## src/adc_seq_pkg.sv

```systemverilog
// Shared constants, types and helpers for the converter sequencer.
// Assumes a 20 MHz system clock and an APB slave with an 8-bit byte address.
package adc_seq_pkg;

	// ==========================================================
	// Register map (byte addresses, one 32-bit word each)
	// ==========================================================
	localparam logic [7:0] ADDR_CTRL0 = 8'h00; // Channel, go, enable
	localparam logic [7:0] ADDR_CTRL1 = 8'h04; // Format, clock select, reference
	localparam logic [7:0] ADDR_TRIG = 8'h08; // Auto-trigger select register
	localparam logic [7:0] ADDR_RES_HIGH = 8'h0C; // Result high byte
	localparam logic [7:0] ADDR_RES_LOW = 8'h10; // Result low byte
	localparam logic [7:0] ADDR_STATUS = 8'h14; // Done flag, irq enable, state

	// ==========================================================
	// Field positions
	// ==========================================================
	localparam int CTRL0_ON = 0;
	localparam int CTRL0_GO = 1;
	localparam int CTRL0_CHAN_LSB = 2;
	localparam int CTRL1_VREF_LSB = 0;
	localparam int CTRL1_CS_LSB = 4;
	localparam int CTRL1_FM = 7;
	localparam int STAT_FLAG = 0;
	localparam int STAT_IE = 1;
	localparam int STAT_BUSY = 2;
	localparam int STAT_ACTIVE = 3;

	// ==========================================================
	// Widths and reset values
	// ==========================================================
	localparam int RESULT_W = 10;
	localparam int CHAN_W = 6;
	localparam int TRIG_SRCS = 16;
	localparam logic [5:0] RESET_CHAN = 6'h00;
	localparam logic [2:0] RESET_CS = 3'h0;
	localparam logic [1:0] RESET_VREF = 2'h0;
	localparam logic [3:0] RESET_TRIG = 4'h0;
	localparam logic [9:0] RESET_RESULT = 10'h000;
	localparam logic [9:0] SAR_FIRST_TRIAL = 10'h200; // Midscale trial
	localparam logic [3:0] SAR_FIRST_BIT = 4'h9;

	// ==========================================================
	// Timing
	// ==========================================================
	localparam int SYS_CLK_HZ = 20_000_000;
	localparam int INSTR_CYCLE_NS = 200; // One instruction cycle
	localparam int INSTR_DELAY_CLKS = (INSTR_CYCLE_NS * (SYS_CLK_HZ / 1_000_000) + 999) / 1000;
	localparam logic [2:0] DELAY_LAST = 3'(INSTR_DELAY_CLKS - 1);

	// ==========================================================
	// Types
	// ==========================================================
	typedef enum logic [1:0]
	{
		ST_IDLE = 2'b00,
		ST_DELAY = 2'b01,
		ST_SAMPLE = 2'b10,
		ST_CONVERT = 2'b11
	} seq_state_t;

	// Controls toward the analog front end
	typedef struct packed
	{
		logic power; // Converter powered
		logic sample; // Sample switch closed
		logic [9:0] dac_code; // Present trial code
		logic [5:0] channel; // Input multiplexer
		logic [1:0] vref; // Positive reference select
	} analog_ctrl_t;

	// ==========================================================
	// Helpers
	// ==========================================================
	// Codes ending in 11 pick the internal RC oscillator
	function automatic logic cs_is_rc(input logic [2:0] cs);
		return cs[1:0] == 2'b11;
	endfunction : cs_is_rc

	// Terminal count of the system clock divider for each code
	function automatic logic [5:0] cs_div_last(input logic [2:0] cs);
		case (cs)
			3'b000: return 6'h01;
			3'b100: return 6'h03;
			3'b001: return 6'h07;
			3'b101: return 6'h0F;
			3'b010: return 6'h1F;
			3'b110: return 6'h3F;
			default: return 6'h00;
		endcase
	endfunction : cs_div_last

endpackage : adc_seq_pkg

```

## src/conv_clock_gen.sv

```systemverilog
// Bit-period tick generator for the converter sequencer.
// Assumes rc_tick is already synchronised to pclk and lasts one cycle.
module conv_clock_gen
	import adc_seq_pkg::*;
(
	input wire logic pclk,
	input wire logic presetn,
	input wire logic clk_en,
	input wire logic [2:0] clk_sel,
	input wire logic rc_tick,
	input wire logic run,
	output logic tad_tick
);
	import adc_seq_pkg::*;

	// ==========================================================
	// Divider
	// ==========================================================
	logic [5:0] div_cnt; // Counts system clocks within one bit period
	wire logic use_rc = cs_is_rc(clk_sel);
	wire logic [5:0] div_last = cs_div_last(clk_sel);
	wire logic div_wrap = (div_cnt == div_last);

	// Counter restarts when idle so every system-clock conversion begins on a full period
	always_ff @(posedge pclk or negedge presetn)
	begin
		if (!presetn)
		begin
			div_cnt <= 6'h00;
			tad_tick <= 1'b0;
		end
		else if (clk_en)
		begin
			div_cnt <= (!run || div_wrap) ? 6'h00 : 6'(div_cnt + 6'h01);
			tad_tick <= run && (use_rc ? rc_tick : div_wrap);
		end
	end

endmodule : conv_clock_gen

```

## src/adc_conversion_sequencer.sv

```systemverilog
// Digital control of a 10-bit successive-approximation converter.
// Assumes APB from software, a comparator output on pclk and async trigger pins.
module adc_conversion_sequencer
	import adc_seq_pkg::*;
(
	input wire logic pclk,
	input wire logic presetn,
	input wire logic clk_en,
	input wire logic psel,
	input wire logic penable,
	input wire logic pwrite,
	input wire logic [7:0] paddr,
	input wire logic [31:0] pwdata,
	output logic [31:0] prdata,
	output logic pready,
	output logic pslverr,
	input wire logic sleep_mode,
	input wire logic peripheral_irq_enable,
	input wire logic global_irq_enable,
	input wire logic rc_osc,
	input wire logic [15:0] trig_in,
	input wire logic cmp_high,
	output adc_seq_pkg::analog_ctrl_t analog_out,
	output logic irq_event,
	output logic wake_request,
	output logic isr_request
);
	import adc_seq_pkg::*;

	// ==========================================================
	// Registers and state
	// ==========================================================
	logic on; // Module enable
	logic go; // Conversion in progress
	logic [5:0] chan; // Channel select field
	logic result_format_select; // 1 right, 0 left
	logic [2:0] clk_sel; // Conversion clock select
	logic [1:0] vref; // Reference select
	logic [3:0] auto_trigger_source_field; // 0 means no trigger
	logic conv_done_flag; // Sticky completion flag
	logic conv_irq_enable; // Interrupt enable
	logic [9:0] result_pair; // Stored right-justified
	logic [9:0] sar; // Trial code
	logic [3:0] bit_idx; // Bit under test
	logic [2:0] delay_cnt; // Instruction-cycle start delay
	logic trig_pending; // Edge caught during sleep
	logic sleep_off; // Converter powered down by sleep
	logic bus_held; // Setup seen, answer ready
	seq_state_t state;
	seq_state_t next_state;

	// ==========================================================
	// Pin synchronisers (three stages, stable on stages 2 and 3)
	// ==========================================================
	logic [15:0] trig_s1, trig_s2, trig_s3, trig_stable;
	logic rc_s1, rc_s2, rc_s3, rc_stable;
	wire logic [15:0] trig_rise = trig_s2 & trig_s3 & ~trig_stable;
	wire logic [15:0] next_trig_stable = (trig_s2 & trig_s3) | (trig_stable & (trig_s2 ^ trig_s3));
	wire logic rc_tick = rc_s2 & rc_s3 & ~rc_stable;
	wire logic next_rc_stable = (rc_s2 & rc_s3) | (rc_stable & (rc_s2 ^ rc_s3));

	// Stage one feeds only stage two
	always_ff @(posedge pclk or negedge presetn)
	begin
		if (!presetn)
		begin
			{trig_s1, trig_s2, trig_s3, trig_stable} <= {4{16'h0000}};
			{rc_s1, rc_s2, rc_s3, rc_stable} <= 4'h0;
		end
		else if (clk_en)
		begin
			{trig_s1, trig_s2, trig_s3, trig_stable} <= {trig_in, trig_s1, trig_s2, next_trig_stable};
			{rc_s1, rc_s2, rc_s3, rc_stable} <= {rc_osc, rc_s1, rc_s2, next_rc_stable};
		end
	end

	// ==========================================================
	// Bit-period tick
	// ==========================================================
	logic tad_tick;
	wire logic converting = (state == ST_SAMPLE) || (state == ST_CONVERT);

	conv_clock_gen u_clk
	(
		.pclk(pclk),
		.presetn(presetn),
		.clk_en(clk_en),
		.clk_sel(clk_sel),
		.rc_tick(rc_tick),
		.run(converting),
		.tad_tick(tad_tick)
	);

	// ==========================================================
	// APB decode
	// ==========================================================
	wire logic addr_ok = (paddr == ADDR_CTRL0) || (paddr == ADDR_CTRL1) || (paddr == ADDR_TRIG)
		|| (paddr == ADDR_RES_HIGH) || (paddr == ADDR_RES_LOW) || (paddr == ADDR_STATUS);
	assign pready = penable && bus_held && clk_en;
	assign pslverr = psel && penable && pready && !addr_ok;
	wire logic wr = psel && penable && pready && pwrite && addr_ok;
	wire logic wr_ctrl0 = wr && (paddr == ADDR_CTRL0);
	wire logic wr_status = wr && (paddr == ADDR_STATUS);
	wire logic next_on = wr_ctrl0 ? pwdata[CTRL0_ON] : on;

	// Justified views of the stored result
	wire logic [7:0] res_high_view = result_format_select
		? {6'h00, result_pair[9:8]} : result_pair[9:2];
	wire logic [7:0] res_low_view = result_format_select
		? result_pair[7:0] : {result_pair[1:0], 6'h00};
	wire logic [7:0] status_view = {4'h0, on && !sleep_off, converting, conv_irq_enable,
		conv_done_flag};

	logic [7:0] rd_byte;
	always_comb
	begin
		case (paddr)
			ADDR_CTRL0: rd_byte = {chan, go, on};
			ADDR_CTRL1: rd_byte = {result_format_select, clk_sel, 2'b00, vref};
			ADDR_TRIG: rd_byte = {4'h0, auto_trigger_source_field};
			ADDR_RES_HIGH: rd_byte = res_high_view;
			ADDR_RES_LOW: rd_byte = res_low_view;
			ADDR_STATUS: rd_byte = status_view;
			default: rd_byte = 8'h00;
		endcase
	end

	// Read data is caught in the setup cycle, answer follows in the access cycle
	always_ff @(posedge pclk or negedge presetn)
	begin
		if (!presetn)
		begin
			prdata <= 32'h00000000;
			bus_held <= 1'b0;
		end
		else if (clk_en)
		begin
			bus_held <= psel && !(penable && pready);
			if (psel && !penable)
				prdata <= {24'h000000, rd_byte};
		end
	end

	// ==========================================================
	// Start, abort and completion conditions
	// ==========================================================
	wire logic rc_sel = cs_is_rc(clk_sel);
	wire logic sel_edge = (auto_trigger_source_field != 4'h0)
		&& trig_rise[auto_trigger_source_field];
	wire logic sleep_abort = sleep_mode && !rc_sel && (state != ST_IDLE);
	wire logic active = on && !sleep_off;
	// Enable must already be set, so go in the enabling write is ignored
	wire logic sw_start = wr_ctrl0 && pwdata[CTRL0_GO] && on;
	wire logic trig_start = on && !sleep_mode && !go && (trig_pending || sel_edge);
	wire logic abort = (state != ST_IDLE) && (!go || !active || sleep_abort);
	wire logic done_pulse = clk_en && (state == ST_CONVERT) && tad_tick
		&& (bit_idx == 4'h0) && !abort;
	wire logic [9:0] bit_mask = 10'h001 << bit_idx;
	wire logic [9:0] sar_kept = cmp_high ? sar : (sar & ~bit_mask);
	wire logic [9:0] next_sar = (bit_idx == 4'h0) ? sar_kept : (sar_kept | (bit_mask >> 1));
	wire logic next_sleep_off = sleep_mode
		&& (sleep_off || !rc_sel || (done_pulse && !conv_irq_enable));

	// ==========================================================
	// Sequencer state machine
	// ==========================================================
	always_comb
	begin
		next_state = state;
		case (state)
			ST_IDLE:
				if (go && active && !(sleep_mode && !rc_sel))
					next_state = rc_sel ? ST_DELAY : ST_SAMPLE;
			ST_DELAY:
				if (delay_cnt == 3'h0)
					next_state = ST_SAMPLE;
			ST_SAMPLE:
				if (tad_tick)
					next_state = ST_CONVERT;
			ST_CONVERT:
				if (done_pulse)
					next_state = ST_IDLE;
			default:
				next_state = ST_IDLE;
		endcase
		if (abort)
			next_state = ST_IDLE;
	end

	// State, trial code and delay counter
	always_ff @(posedge pclk or negedge presetn)
	begin
		if (!presetn)
		begin
			state <= ST_IDLE;
			sar <= 10'h000;
			bit_idx <= 4'h0;
			delay_cnt <= 3'h0;
		end
		else if (clk_en)
		begin
			state <= next_state;
			if (state == ST_IDLE)
				delay_cnt <= DELAY_LAST;
			else if (state == ST_DELAY)
				delay_cnt <= 3'(delay_cnt - 3'h1);
			if (state == ST_SAMPLE)
			begin
				sar <= SAR_FIRST_TRIAL;
				bit_idx <= SAR_FIRST_BIT;
			end
			else if ((state == ST_CONVERT) && tad_tick && (bit_idx != 4'h0))
			begin
				sar <= next_sar;
				bit_idx <= 4'(bit_idx - 4'h1);
			end
		end
	end

	// ==========================================================
	// Control registers, go bit, flag and result
	// ==========================================================
	// Completion updates go, flag and result on the same edge; the set beats a clear
	always_ff @(posedge pclk or negedge presetn)
	begin
		if (!presetn)
		begin
			on <= 1'b0;
			go <= 1'b0;
			chan <= RESET_CHAN;
			result_format_select <= 1'b0;
			clk_sel <= RESET_CS;
			vref <= RESET_VREF;
			auto_trigger_source_field <= RESET_TRIG;
			conv_done_flag <= 1'b0;
			conv_irq_enable <= 1'b0;
			result_pair <= RESET_RESULT;
			trig_pending <= 1'b0;
			sleep_off <= 1'b0;
		end
		else if (clk_en)
		begin
			sleep_off <= next_sleep_off;
			trig_pending <= on && !trig_start
				&& (trig_pending || (sel_edge && sleep_mode));
			if (wr_ctrl0)
			begin
				on <= pwdata[CTRL0_ON];
				chan <= pwdata[CTRL0_CHAN_LSB +: CHAN_W];
			end
			if (wr && (paddr == ADDR_CTRL1))
			begin
				result_format_select <= pwdata[CTRL1_FM];
				clk_sel <= pwdata[CTRL1_CS_LSB +: 3];
				vref <= pwdata[CTRL1_VREF_LSB +: 2];
			end
			if (wr && (paddr == ADDR_TRIG))
				auto_trigger_source_field <= pwdata[3:0];
			// Go: hardware clear, then start, then software clear
			if (done_pulse || sleep_abort || !next_on)
				go <= 1'b0;
			else if (sw_start || trig_start)
				go <= 1'b1;
			else if (wr_ctrl0 && !pwdata[CTRL0_GO])
				go <= 1'b0;
			if (done_pulse)
				conv_done_flag <= 1'b1;
			else if (wr_status)
				conv_done_flag <= pwdata[STAT_FLAG];
			if (wr_status)
				conv_irq_enable <= pwdata[STAT_IE];
			if (done_pulse)
				result_pair <= sar_kept;
			else if (wr && (paddr == ADDR_RES_HIGH))
				result_pair[9:8] <= pwdata[1:0];
			else if (wr && (paddr == ADDR_RES_LOW))
				result_pair[7:0] <= pwdata[7:0];
		end
	end

	// ==========================================================
	// Outputs
	// ==========================================================
	assign analog_out = '{power: active, sample: (state == ST_SAMPLE), dac_code: sar,
		channel: chan, vref: vref};
	assign irq_event = conv_done_flag && conv_irq_enable;
	// Wake needs the peripheral gate; vectoring waits until the core is awake
	assign wake_request = sleep_mode && irq_event && peripheral_irq_enable;
	assign isr_request = !sleep_mode && irq_event && peripheral_irq_enable
		&& global_irq_enable;

	// ==========================================================
	// Assertions
	// ==========================================================
	property p_off_idle;
		@(posedge pclk) disable iff (!presetn)
		clk_en && !on |=> state == ST_IDLE;
	endproperty
	a_off_idle: assert property (p_off_idle) else $error("busy while disabled");

	property p_done_update;
		@(posedge pclk) disable iff (!presetn)
		done_pulse |=> !go && conv_done_flag && (result_pair == $past(sar_kept));
	endproperty
	a_done_update: assert property (p_done_update) else $error("completion update");

	property p_flag_no_ie;
		@(posedge pclk) disable iff (!presetn)
		done_pulse && !conv_irq_enable |=> conv_done_flag ##1 (conv_done_flag || $past(wr_status));
	endproperty
	a_flag_no_ie: assert property (p_flag_no_ie) else $error("flag lost");

	property p_irq;
		@(posedge pclk) disable iff (!presetn)
		done_pulse && conv_irq_enable |=> irq_event;
	endproperty
	a_irq: assert property (p_irq) else $error("no interrupt event");

	property p_sleep_abort;
		@(posedge pclk) disable iff (!presetn)
		clk_en && sleep_mode && !rc_sel && (state != ST_IDLE) && on
			|=> (state == ST_IDLE) && !go && on;
	endproperty
	a_sleep_abort: assert property (p_sleep_abort) else $error("sleep abort");

	property p_trig_latch;
		@(posedge pclk) disable iff (!presetn)
		clk_en && sleep_mode && on && sel_edge |=> trig_pending && !$rose(go);
	endproperty
	a_trig_latch: assert property (p_trig_latch) else $error("trigger not held");

	property p_rc_delay;
		@(posedge pclk) disable iff (!presetn)
		clk_en && (state == ST_IDLE) && (next_state != ST_IDLE) && rc_sel
			|=> state == ST_DELAY;
	endproperty
	a_rc_delay: assert property (p_rc_delay) else $error("no start delay");

	property p_justify;
		@(posedge pclk) disable iff (!presetn)
		result_format_select ? (res_high_view[7:2] == 6'h00) : (res_low_view[5:0] == 6'h00);
	endproperty
	a_justify: assert property (p_justify) else $error("zero fill wrong");

	property p_sleep_power;
		@(posedge pclk) disable iff (!presetn)
		done_pulse && sleep_mode && !conv_irq_enable |=> !analog_out.power && on;
	endproperty
	a_sleep_power: assert property (p_sleep_power) else $error("converter not off");

endmodule : adc_conversion_sequencer

```

## config.mk

```make
export PLATFORM = sky130hd
export DESIGN_NAME = adc_conversion_sequencer
export DESIGN_NICKNAME = d
export VERILOG_FILES = /design/src/adc_seq_pkg.sv /design/src/conv_clock_gen.sv /design/src/adc_conversion_sequencer.sv
export SDC_FILE = /design/constraint.sdc
export NUM_CORES = 1
export LEC_CHECK = 0
export BUFFER_PORTS_ARGS = -buffer_cell sky130_fd_sc_hd__buf_4
export CAP_MARGIN = 20
export CORE_MARGIN = 5
export CORE_UTILIZATION = 32
export CTS_BUF_LIST = sky130_fd_sc_hd__clkbuf_8
export DETAILED_ROUTE_END_ITERATION = 8
export PLACE_DENSITY_LB_ADDON = 0.2
export RECOVER_POWER = 100
export SLEW_MARGIN = 20
export SYNTH_ARGS = -nofsm -noshare
export SYNTH_HDL_FRONTEND = slang
export SYNTH_SLANG_ARGS = --single-unit
```

## constraint.sdc

```tcl
create_clock -name pclk -period 2.2 [get_ports pclk]
set_input_delay 0.44 -clock pclk [delete_from_list [all_inputs] [get_ports pclk]]
set_output_delay 0.44 -clock pclk [all_outputs]
set_load 0.005 [all_outputs]
```

Word level (Yosys, flattened, before mapping):

Cells that the tools add are included.

* register bits after elaboration: 135
* input bits: 67
* output and inout port bits: 57
* logic and storage cells: 206

* $add $sub $neg: 3
* $lt $le $gt $ge: 1
* eq/ne operators: 20
* shifts and indexed selects: 1
* muxes and demuxes: 33
* bitwise gates (word level): 15
* reductions and logical operators: 104

Operators with widths (count)
* 2-to-1 mux 10 bit: 5
* AND 16 bit: 3
* case mux 8 bit (6 select lines): 1
* logical AND 1 bit: 47
* case mux 6 bit (6 select lines): 1
* 2-to-1 mux 8 bit: 4
* AND reduction 2 bit: 10
* equality test 8 x 4 -> 1 bit (second input constant): 2
* equality test 8 x 5 -> 1 bit (second input constant): 2
* logical OR 1 bit: 16
* NOT 16 bit: 1
* bitwise OR 16 bit: 1
* XOR 16 bit: 1
* logical NOT 1 bit: 15
* 2-to-1 mux 2 bit: 7
* nonzero test 2 bit: 6
* AND 10 bit: 1
* NOT 10 bit: 1
* bitwise OR 10 x 9 -> 10 bit: 1
* << shifter 1 x 4 -> 10 bit (first input constant): 1
* equality test 3 bit (second input constant): 3
* != test 3 bit (second input constant): 3
* equality test 8 x 3 -> 1 bit (second input constant): 1
* logical NOT 8 bit: 1
* other kinds (28): 43

Logic depth before layout (Yosys ltp):

Gate-level depths: netlist (run 1).

* depth after elaboration: 13
* mapped depth: 9

Hierarchy:

From an unflattened synthesis (run 1), not the netlist that was laid out.

* cells, all modules: 655
* area total of the unflattened synthesis: 7031.7 sq um

Modules (own cells, without submodules)
* adc_conversion_sequencer: instances 1, cells an instance 589, area an instance 6480.0 sq um, sequential area each 3103.0 sq um
* conv_clock_gen: instances 1, cells an instance 66, area an instance 551.8 sq um, sequential area each 175.2 sq um

Least setup slack after synthesis (run 1):

OpenSTA, ideal clock, no wires.

* path type: input port to flip-flop
* from: in paddr[1]
* to: reg go
* arrival: 2.157 ns
* data required time: 2.071 ns
* slack: -0.085 ns
* cell stages on the path: 7
* path buffers: 1
* cell sequence: or4_4 -> or4_1 -> buf_6 -> mux2_4 -> nand3b_2 -> a22o_1 -> a21oi_1

* longest elaborated chain between the ends: 13
* elaborated cells on any way between the ends: 24

RTL lines
* from (decl): line adc_conversion_sequencer.sv:12 `input wire logic [7:0] paddr,`
* equality test 8 x 3 -> 1 bit or logical NOT 8 bit (tied branches): line adc_conversion_sequencer.sv:97, adc_conversion_sequencer.sv:102
* logical OR 1 bit (2 in series): line adc_conversion_sequencer.sv:97 `wire logic addr_ok = (paddr == ADDR_CTRL0) || (paddr == ADDR_CTRL1) || (paddr == ADDR_TRIG)`
* logical OR 1 bit (3 in series): line adc_conversion_sequencer.sv:98 `|| (paddr == ADDR_RES_HIGH) || (paddr == ADDR_RES_LOW) || (paddr == ADDR_STATUS);`
* logical AND 1 bit: line adc_conversion_sequencer.sv:101 `wire logic wr = psel && penable && pready && pwrite && addr_ok;`
* logical AND 1 bit (*): line adc_conversion_sequencer.sv:102 `wire logic wr_ctrl0 = wr && (paddr == ADDR_CTRL0);`
* 2-to-1 mux 1 bit or logical AND 1 bit (tied branches)
* logical NOT 1 bit or logical AND 1 bit (tied branches): line adc_conversion_sequencer.sv:260, adc_conversion_sequencer.sv:153
* logical OR 1 bit, on equally long branches: line adc_conversion_sequencer.sv:260, adc_conversion_sequencer.sv:262
* nonzero test 3 bit (no line) or 2-to-1 mux 1 bit (tied branches)
* AND reduction 2 bit (no line) or 2-to-1 mux 1 bit (tied branches)
* to (signal assigned): line adc_conversion_sequencer.sv:261 `go <= 1'b0;`
* to (signal assigned): line adc_conversion_sequencer.sv:263 `go <= 1'b1;`
* to (signal assigned): line adc_conversion_sequencer.sv:265 `go <= 1'b0;`
* to (decl): line adc_conversion_sequencer.sv:34 `logic go;`

Every way passes the cells marked *; elsewhere a longest branch is shown, timed or not.
A chain may end at the register's enable or synchronous reset.

Worst setup path in the final report (run 1):

* from: reg clk_sel[0]
* to: reg u_clk.div_cnt[0]

* longest elaborated chain between the ends: 5
* elaborated cells on any way between the ends: 10

RTL lines
* from (decl): line adc_conversion_sequencer.sv:37 `logic [2:0] clk_sel;`
* from (signal assigned): line adc_conversion_sequencer.sv:254 `clk_sel <= pwdata[CTRL1_CS_LSB +: 3];`
* equality test 3 bit, or another cell as far along: line adc_seq_pkg.sv:82 `case (cs)`
* case mux 6 bit (6 select lines) (*): line adc_seq_pkg.sv:82
* equality test 6 bit (*): line conv_clock_gen.sv:22 `wire logic div_wrap = (div_cnt == div_last);`
* logical OR 1 bit (*): line conv_clock_gen.sv:34 `div_cnt <= (!run || div_wrap) ? 6'h00 : 6'(div_cnt + 6'h01);`
* 2-to-1 mux 6 bit (*): line conv_clock_gen.sv:34
* to (signal assigned): line conv_clock_gen.sv:34
* to (decl): line conv_clock_gen.sv:19 `logic [5:0] div_cnt;`

Marked as above.

==> Implementation_results.wiki, run 1 <==
{| class="wikitable"
! Metric !! Value
|-
| Starting DRC count in detailed routing || 267
|-
| Slew at the pin with the worst max-slew slack || 0.946 ns
|-
| Number of nets still failing antenna checks after routing || 0
|-
| Floorplan die area || 24400 sq um
|-
| Die H || 156 um
|-
| Number of distinct library cells after synthesis || 66
|-
| Via count || 5118
|-
| Placed wire-length estimate || 12.7 mm
|-
| Class of the tightest hold or removal check || input port to flip-flop
|-
| P&R area growth vs syn || 19.2%
|-
| First-pass GRT wire length || 27.8 mm
|-
| Gate Count Post-Synth || 658
|-
| Total count of hold-check failures in the final report || 0
|-
| Cell type with the largest total area after synthesis || dfrtp_1
|-
| Final critical-path required period || 2.12 ns
|-
| Initial standard-cell utilization of the core || 0.326
|-
| Clock-pin slew on the worst setup and hold paths || 0.08 ns
|-
| Total of max-cap violations || 0
|-
| Floorplan row count || 53
|-
| Average routed wire per standard cell || 16.3 um
|-
| Kind of end point of the critical path || flip-flop
|-
| Leading cell types by count after synthesis || dfrtp_1, nand2_1, mux2_2
|-
| Finish-stage setup viols || 0
|-
| Final clock period utilization by the worst path || 0.963
|-
| DRC violations left || 0
|-
| Fraction of final layout cells sized beyond drive strength 1 || 0.279
|-
| Maximum fanout count along the critical path || 7
|-
| Yosys warning count || 0
|-
| I/O Pins || 124
|-
| Worst endpoint required time || 2.52 ns
|-
| Area of the mapped netlist || 6850 sq um
|-
| Ant diodes || 0
|-
| Slew Limit Headroom || 0.370
|-
| Clk_lat worst skew || 0.45 ns
|-
| Average size of a mapped cell || 10.4 sq um
|-
| TritonCTS buffer count || 17
|-
| Final global-route overflow total || 0
|-
| Top flip-flop cell by instance count after synthesis || dfrtp_1
|-
| Most common cell in the synthesized netlist || dfrtp_1
|-
| Sequential fraction of the synthesis area || 0.479
|-
| Flip-flop and latch count after synthesis || 131
|-
| Total wirelength of the detailed-routed design || 17.0 mm
|-
| Maximum number of pins on one net before global-route repair || 66
|-
| Slew Limit Fails || 0
|-
| Largest buffer count on any clock path || 2
|-
| Clock sink count || 131
|-
| Count of buffers from port buffering || 74
|-
| Placed cells || 1008
|-
| Maximum operating frequency || 472 MHz
|-
| Total leakage power || 3.75 nW
|-
| Setup crit start kind || flip-flop
|-
| Vias in the first global route || 5232
|-
| Setup repair after global routing missed its margin || true
|-
| Worst hold slack || 0.218 ns
|-
| Clock root buffer || clkbuf_8
|-
| TritonCTS clock tree || built
|-
| Final cell count without fillers || 1042
|-
| Peak VDD IR || 444 uV
|-
| Total power per unit cell area || 717 nW/um^2
|-
| Critical path class || flip-flop to flip-flop
|-
| Number of levels the H-tree was split into || 4
|-
| Detailed-route vias per instance || 4.91
|-
| Top area cells in the synthesized netlist || dfrtp_1, mux2_2, ha_1
|-
| Worst setup skew after layout || 0.00880 ns
|-
| Post-synthesis async set-or-reset flop share || 1.00
|-
| Total routing resource utilization after global routing || 0.143
|-
| Initial antenna violation count || 0
|-
| Fillcell total || 2098
|-
| Total Nets Final || 849
|-
| Result of the run || finished clean
|-
| Core footprint || 21000 sq um
|-
| Width of the chip || 156 um
|-
| Final Wtd Congestion || 0.884
|-
| Number of synthesized flops with an enable pin || 0
|-
| Crit path DAT || 2.44 ns
|-
| Share of the synthesized area in the top cell type || 0.479
|-
| Total iterations of the first detailed-routing run || 4
|}
-- timing repair --
action,CTS,global route
hold buffers,1,0
endpoints found under the hold margin,5,0
endpoints found under the setup margin,5,7
gates resized for setup,2,4
pin swaps,1,4
buffers inserted,0,1
-- routing by layer --
layer / wire length, um / global-route usage
met4: 152 / 0.0335
met2: 8330 / 0.242
met3: 970 / 0.0357
met1: 7530 / 0.186
met5: 0 / 0
-- worst max-delay path: stages (launching register included) --
cell,delay (ns)
dfrtp_1,0.41
buf_4,0.17
or3b_2,0.45
and3_1,0.17
o31a_1,0.32
o22ai_4,0.23
or2_4,0.18
mux2i_1,0.06
-- final cells by class --
cell class              instances  area, sq um  share of cell area
clock buffers                  18          248              0.0303
clock inverters                14          131              0.0161
inverters                      24         90.1              0.0110
multi-input cells             470         3250               0.398
flip-flops and latches        131         3280               0.402
well taps                     275          344              0.0421
repair buffers                110          826               0.101
-- final timing paths --
check / from / cells after the start / slack (ns) / endpoint
worst max register to register: clk_sel[0] / 7 / 0.08 / u_clk.div_cnt[0]
worst min register to register: prdata[5] / 2 / 0.48 / prdata[5]
max in group asynchronous: presetn / 3 / 0.50 / bit_idx[1]
min in group asynchronous: presetn / 2 / 0.43 / clk_sel[1]
worst min-delay path: trig_in[11] / 2 / 0.22 / trig_s1[11]
worst max-delay path: clk_sel[0] / 7 / 0.08 / u_clk.div_cnt[0]
-- layout by cell type (no fill, tap or decap), types with 4 or more instances in the layout --
master and n:
o21a_1 5, clkbuf_8 18, clkbuf_4 29, mux2i_1 19, nand2_1 92, and3_1 4, clkinv_4 4, a21oi_1 19
nor3_1 11, o22ai_1 4, a22oi_1 7, o2bb2ai_1 4, a22o_1 6, nand3b_1 4, o21ai_0 57, nand2b_1 14
clkbuf_1 6, conb_1 24, nand3_1 9, ha_1 28, mux2_2 67, dfrtp_1 131, nor2b_1 4, nor2_1 25
inv_1 23, buf_4 70
-- metrics by stage --
step	power (mW)	area (sq um)	setup TNS, ns	utilization	setup slack [ns]
5_1_grt	6.22	8160	-0.00990	0.388	-0.00990
6_report	5.85	8160	0	0.388	0.0809
4_1_cts	5.94	8220	0	0.391	0.00653
3_5_place_dp	3.93	7820	-2.95	0.372	-0.188
2_1_floorplan	3.55	6940	-0.0530	-	-0.0530
3_3_place_gp	3.87	7820	-2.09	0.372	-0.160
-- report_power, final --
| group | switching [mW] | internal (mW) |
|---|---|---|
| Combinational | 0.528 | 0.487 |
| Clock | 1.03 | 0.935 |
| Sequential | 0.178 | 2.70 |
| Total | 1.74 | 4.12 |
-- cells by family after synthesis --
logic type / count (synthesis) / synth area share
buffers and inverters: 80 / 0.0601
xor gates and xnor gates: 5 / 0.00640
other: 1 / 0.000548
adders and majority gates: 28 / 0.0512
AOI/OAI and AO/OA: 129 / 0.119
DFF: 131 / 0.479
muxes: 87 / 0.140
and+or+nand+nor: 197 / 0.144
-- state kept, by name, summed over array words and instances, names as in the netlist, 4 cells and up --
register and flops:
trig_s1 15, trig_s2 15, trig_s3 15, trig_stable 15, result_pair 10, sar 10
prdata 8, chan 6, u_clk.div_cnt 6, auto_trigger_source_field 4, bit_idx 4
(Power assumes the default switching activity.)
==> run 2: changes to the inputs <==
- BUFFER_PORTS_ARGS: -buffer_cell sky130_fd_sc_hd__buf_4 -> -buffer_cell sky130_fd_sc_hd__buf_2
==> run 2 against run 1 <==
- utilization is 0.44 points lower
- fmax is 3.0% lower
- global-route usage up 0.11 points
- power up 5.3%
- non-clock buffer count grew 4
- highest routed layer unchanged
- critical endpoint is now u_clk.div_cnt[4]
- critical path depth is 1 lower
==> Implementation_results.wiki, run 2 (synthesis gave the netlist of run 1 again) <==
{| class="wikitable"
! Metric !! Value
|-
| Clock-pin slew on the worst setup and hold paths || 0.08 ns (about the same)
|-
| Number of nets still failing antenna checks after routing || 0 (unchanged)
|-
| Detailed-route vias per instance || 4.96 (+1.0%)
|-
| Crit path DAT || 2.53 ns (+0.09 ns)
|-
| Class of the tightest hold or removal check || input port to flip-flop
|-
| Total Nets Final || 853 (+0.47%)
|-
| First-pass GRT wire length || 27.9 mm (+0.37%)
|-
| Reg-to-reg slack, setup || 0.01 ns (-0.07 ns)
|-
| Initial antenna violation count || 0 (unchanged)
|-
| Slew Limit Headroom || 0.216 (-0.154)
|-
| Starting DRC count in detailed routing || 299 (+12%)
|-
| Total count of hold-check failures in the final report || 0 (unchanged)
|-
| Floorplan row count || 53 (unchanged)
|-
| TritonCTS buffer count || 17 (unchanged)
|-
| Final clock period utilization by the worst path || 0.993 (+0.0300)
|-
| Min-Delay Startpoint || trig_in[13]
|-
| Cell with the largest stage delay on the worst path || or4b_4
|-
| Clk_lat worst skew || 0.45 ns (about the same)
|-
| Met2 track demand over resource || 0.231 (-0.0108)
|-
| Vias in the first global route || 5127 (-2.0%)
|-
| DRC violations left || 0 (unchanged)
|-
| TritonCTS clock tree || built
|-
| Final global-route overflow total || 0 (unchanged)
|-
| Cell Chain, Critical Path || or4b_1 -> o311a_1 -> or4b_4 -> o22ai_4 -> o21ai_1 -> o2bb2ai_1
|-
| Slew Limit Fails || 0 (unchanged)
|-
| Most common library cell in the layout ignoring fill and taps || dfrtp_1
|-
| Ant diodes || 0 (unchanged)
|-
| Total wirelength of the detailed-routed design || 17.3 mm (+1.8%)
|-
| Buf/Inv on CP || 0 (-1)
|-
| Critical path class || flip-flop to flip-flop
|-
| Clock root buffer || clkbuf_8
|-
| Met3 routing resource usage after global routing || 0.0324 (-0.00332)
|-
| Via count || 5191 (+1.4%)
|-
| Maximum operating frequency || 458 MHz (-3.0%)
|-
| Highest-utilization routing layer at the global route stage || met2
|-
| Total power per unit cell area || 764 nW/um^2 (+6.5%)
|-
| Clock sink count || 131 (unchanged)
|-
| Fraction of final layout cells sized beyond drive strength 1 || 0.253 (-0.0261)
|-
| Worst endpoint required time || 2.54 ns (+0.02 ns)
|-
| Finish-stage setup viols || 0 (unchanged)
|-
| Core footprint || 21000 sq um (unchanged)
|-
| Number of levels the H-tree was split into || 4 (unchanged)
|-
| Total routing resource utilization after global routing || 0.145 (+0.00112)
|-
| Met1 GRT Util || 0.197 (+0.0111)
|-
| R2R Path Start || u_clk.div_cnt[2]
|-
| Die H || 156 um (unchanged)
|-
| Count of buffers from port buffering || 74 (unchanged)
|-
| Worst setup skew after layout || 0.00992 ns (+0.00112 ns)
|-
| Slew at the pin with the worst max-slew slack || 1.18 ns (+0.230 ns)
|-
| Maximum single-stage delay on the critical path || 0.56 ns (+0.11 ns)
|-
| Maximum fanout count along the critical path || 5 (-2)
|-
| Total negative slack for setup checks || 0 ns (unchanged)
|-
| Total of max-cap violations || 0 (unchanged)
|-
| Final Wtd Congestion || 0.838 (-5.2%)
|-
| Total leakage power || 3.72 nW (-0.93%)
|-
| Initial standard-cell utilization of the core || 0.326 (unchanged)
|-
| Floorplan die area || 24400 sq um (unchanged)
|-
| Most used cells in the layout excluding fill and tap cells || dfrtp_1, nand2_1, mux2_2, o21ai_0, buf_2
|-
| I/O Pins || 124 (unchanged)
|-
| Source of the critical timing path || u_clk.div_cnt[2]
|-
| Final critical-path required period || 2.19 ns (+0.0661 ns)
|-
| Kind of end point of the critical path || flip-flop
|-
| Largest buffer count on any clock path || 2 (unchanged)
|-
| Placed wire-length estimate || 12.7 mm (-0.48%)
|-
| Peak VDD IR || 396 uV (-11%)
|-
| Result of the run || finished clean
|-
| P&R area growth vs syn || 17.8%
|-
| Setup repair after global routing missed its margin || true
|-
| Width of the chip || 156 um (unchanged)
|-
| Setup crit start kind || flip-flop
|-
| Total Power || 6.16 mW (+5.3%)
|-
| Maximum number of pins on one net before global-route repair || 71 (+7.6%)
|-
| Average routed wire per standard cell || 16.5 um (+1.4%)
|-
| Total iterations of the first detailed-routing run || 4 (unchanged)
|-
| Kind of cell adding the most delay to the critical path || simple AND/OR/NAND/NOR gates
|}
## run 2: changes by cell type in the layout (fill, tap and decap cells not counted), sizes merged
cell,previous run,this run
clkbuf,55,45
clkinv,8,3
buf,72,87
bufinv,1,4
inv,26,27
## run 2: stage by stage
step | hold WS (ns) | utilization | cell area (sq um) | cells | setup WS (ns)
after CTS | 0.185 | 0.387 | 8140 | 1045 | -0.00174
after global placement | 0.395 | 0.365 | 7680 | 1012 | -0.160
after global routing | 0.183 | 0.384 | 8070 | 1046 | -0.0571
after floorplan | 0.144 | - | 6940 | 681 | -0.0530
final | 0.213 | 0.384 | 8070 | 1046 | 0.0148
after detailed placement | 0.401 | 0.365 | 7680 | 1012 | -0.170
## run 2: power breakdown
part	internal (mW)	switching, mW	total, mW
clock network	1.29	1.01	2.30
registers	2.70	0.171	2.87
logic	0.459	0.533	0.992
## run 2: layout make-up
cell class | instances | area (sq um)
tap | 275 | 344
multi-input combinational | 470 | 3240
fill | 2124 | 12900
clock buffer | 19 | 262
inverter | 24 | 90.1
timing repair buffer | 114 | 674
clock inverter | 13 | 181
sequential | 131 | 3280
## run 2: metal layers
metal / share of wire / up-vias
met1: 0.46 / 2597
met3: 0.048 / 12
li1: - / 2480
met2: 0.48 / 102
met5: 0 / -
met4: 0.011 / 0
## run 2: worst paths after layout
kind                               endpoint  cells after the start
min reg2reg                       prdata[1]                      2
max                        u_clk.div_cnt[4]                      6
min                             trig_s1[13]                      2
min in group asynchronous        clk_sel[2]                      2
max reg2reg                u_clk.div_cnt[4]                      6
max in group asynchronous        trig_s3[7]                      3
## run 2: what timing repair did
item	4_1_cts	5_1_grt
setup endpoints to repair	5	5
hold buffers	1	0
endpoints found under the hold margin	40	0
pin swaps	1	1
buffers inserted	0	1
resized for setup	3	3
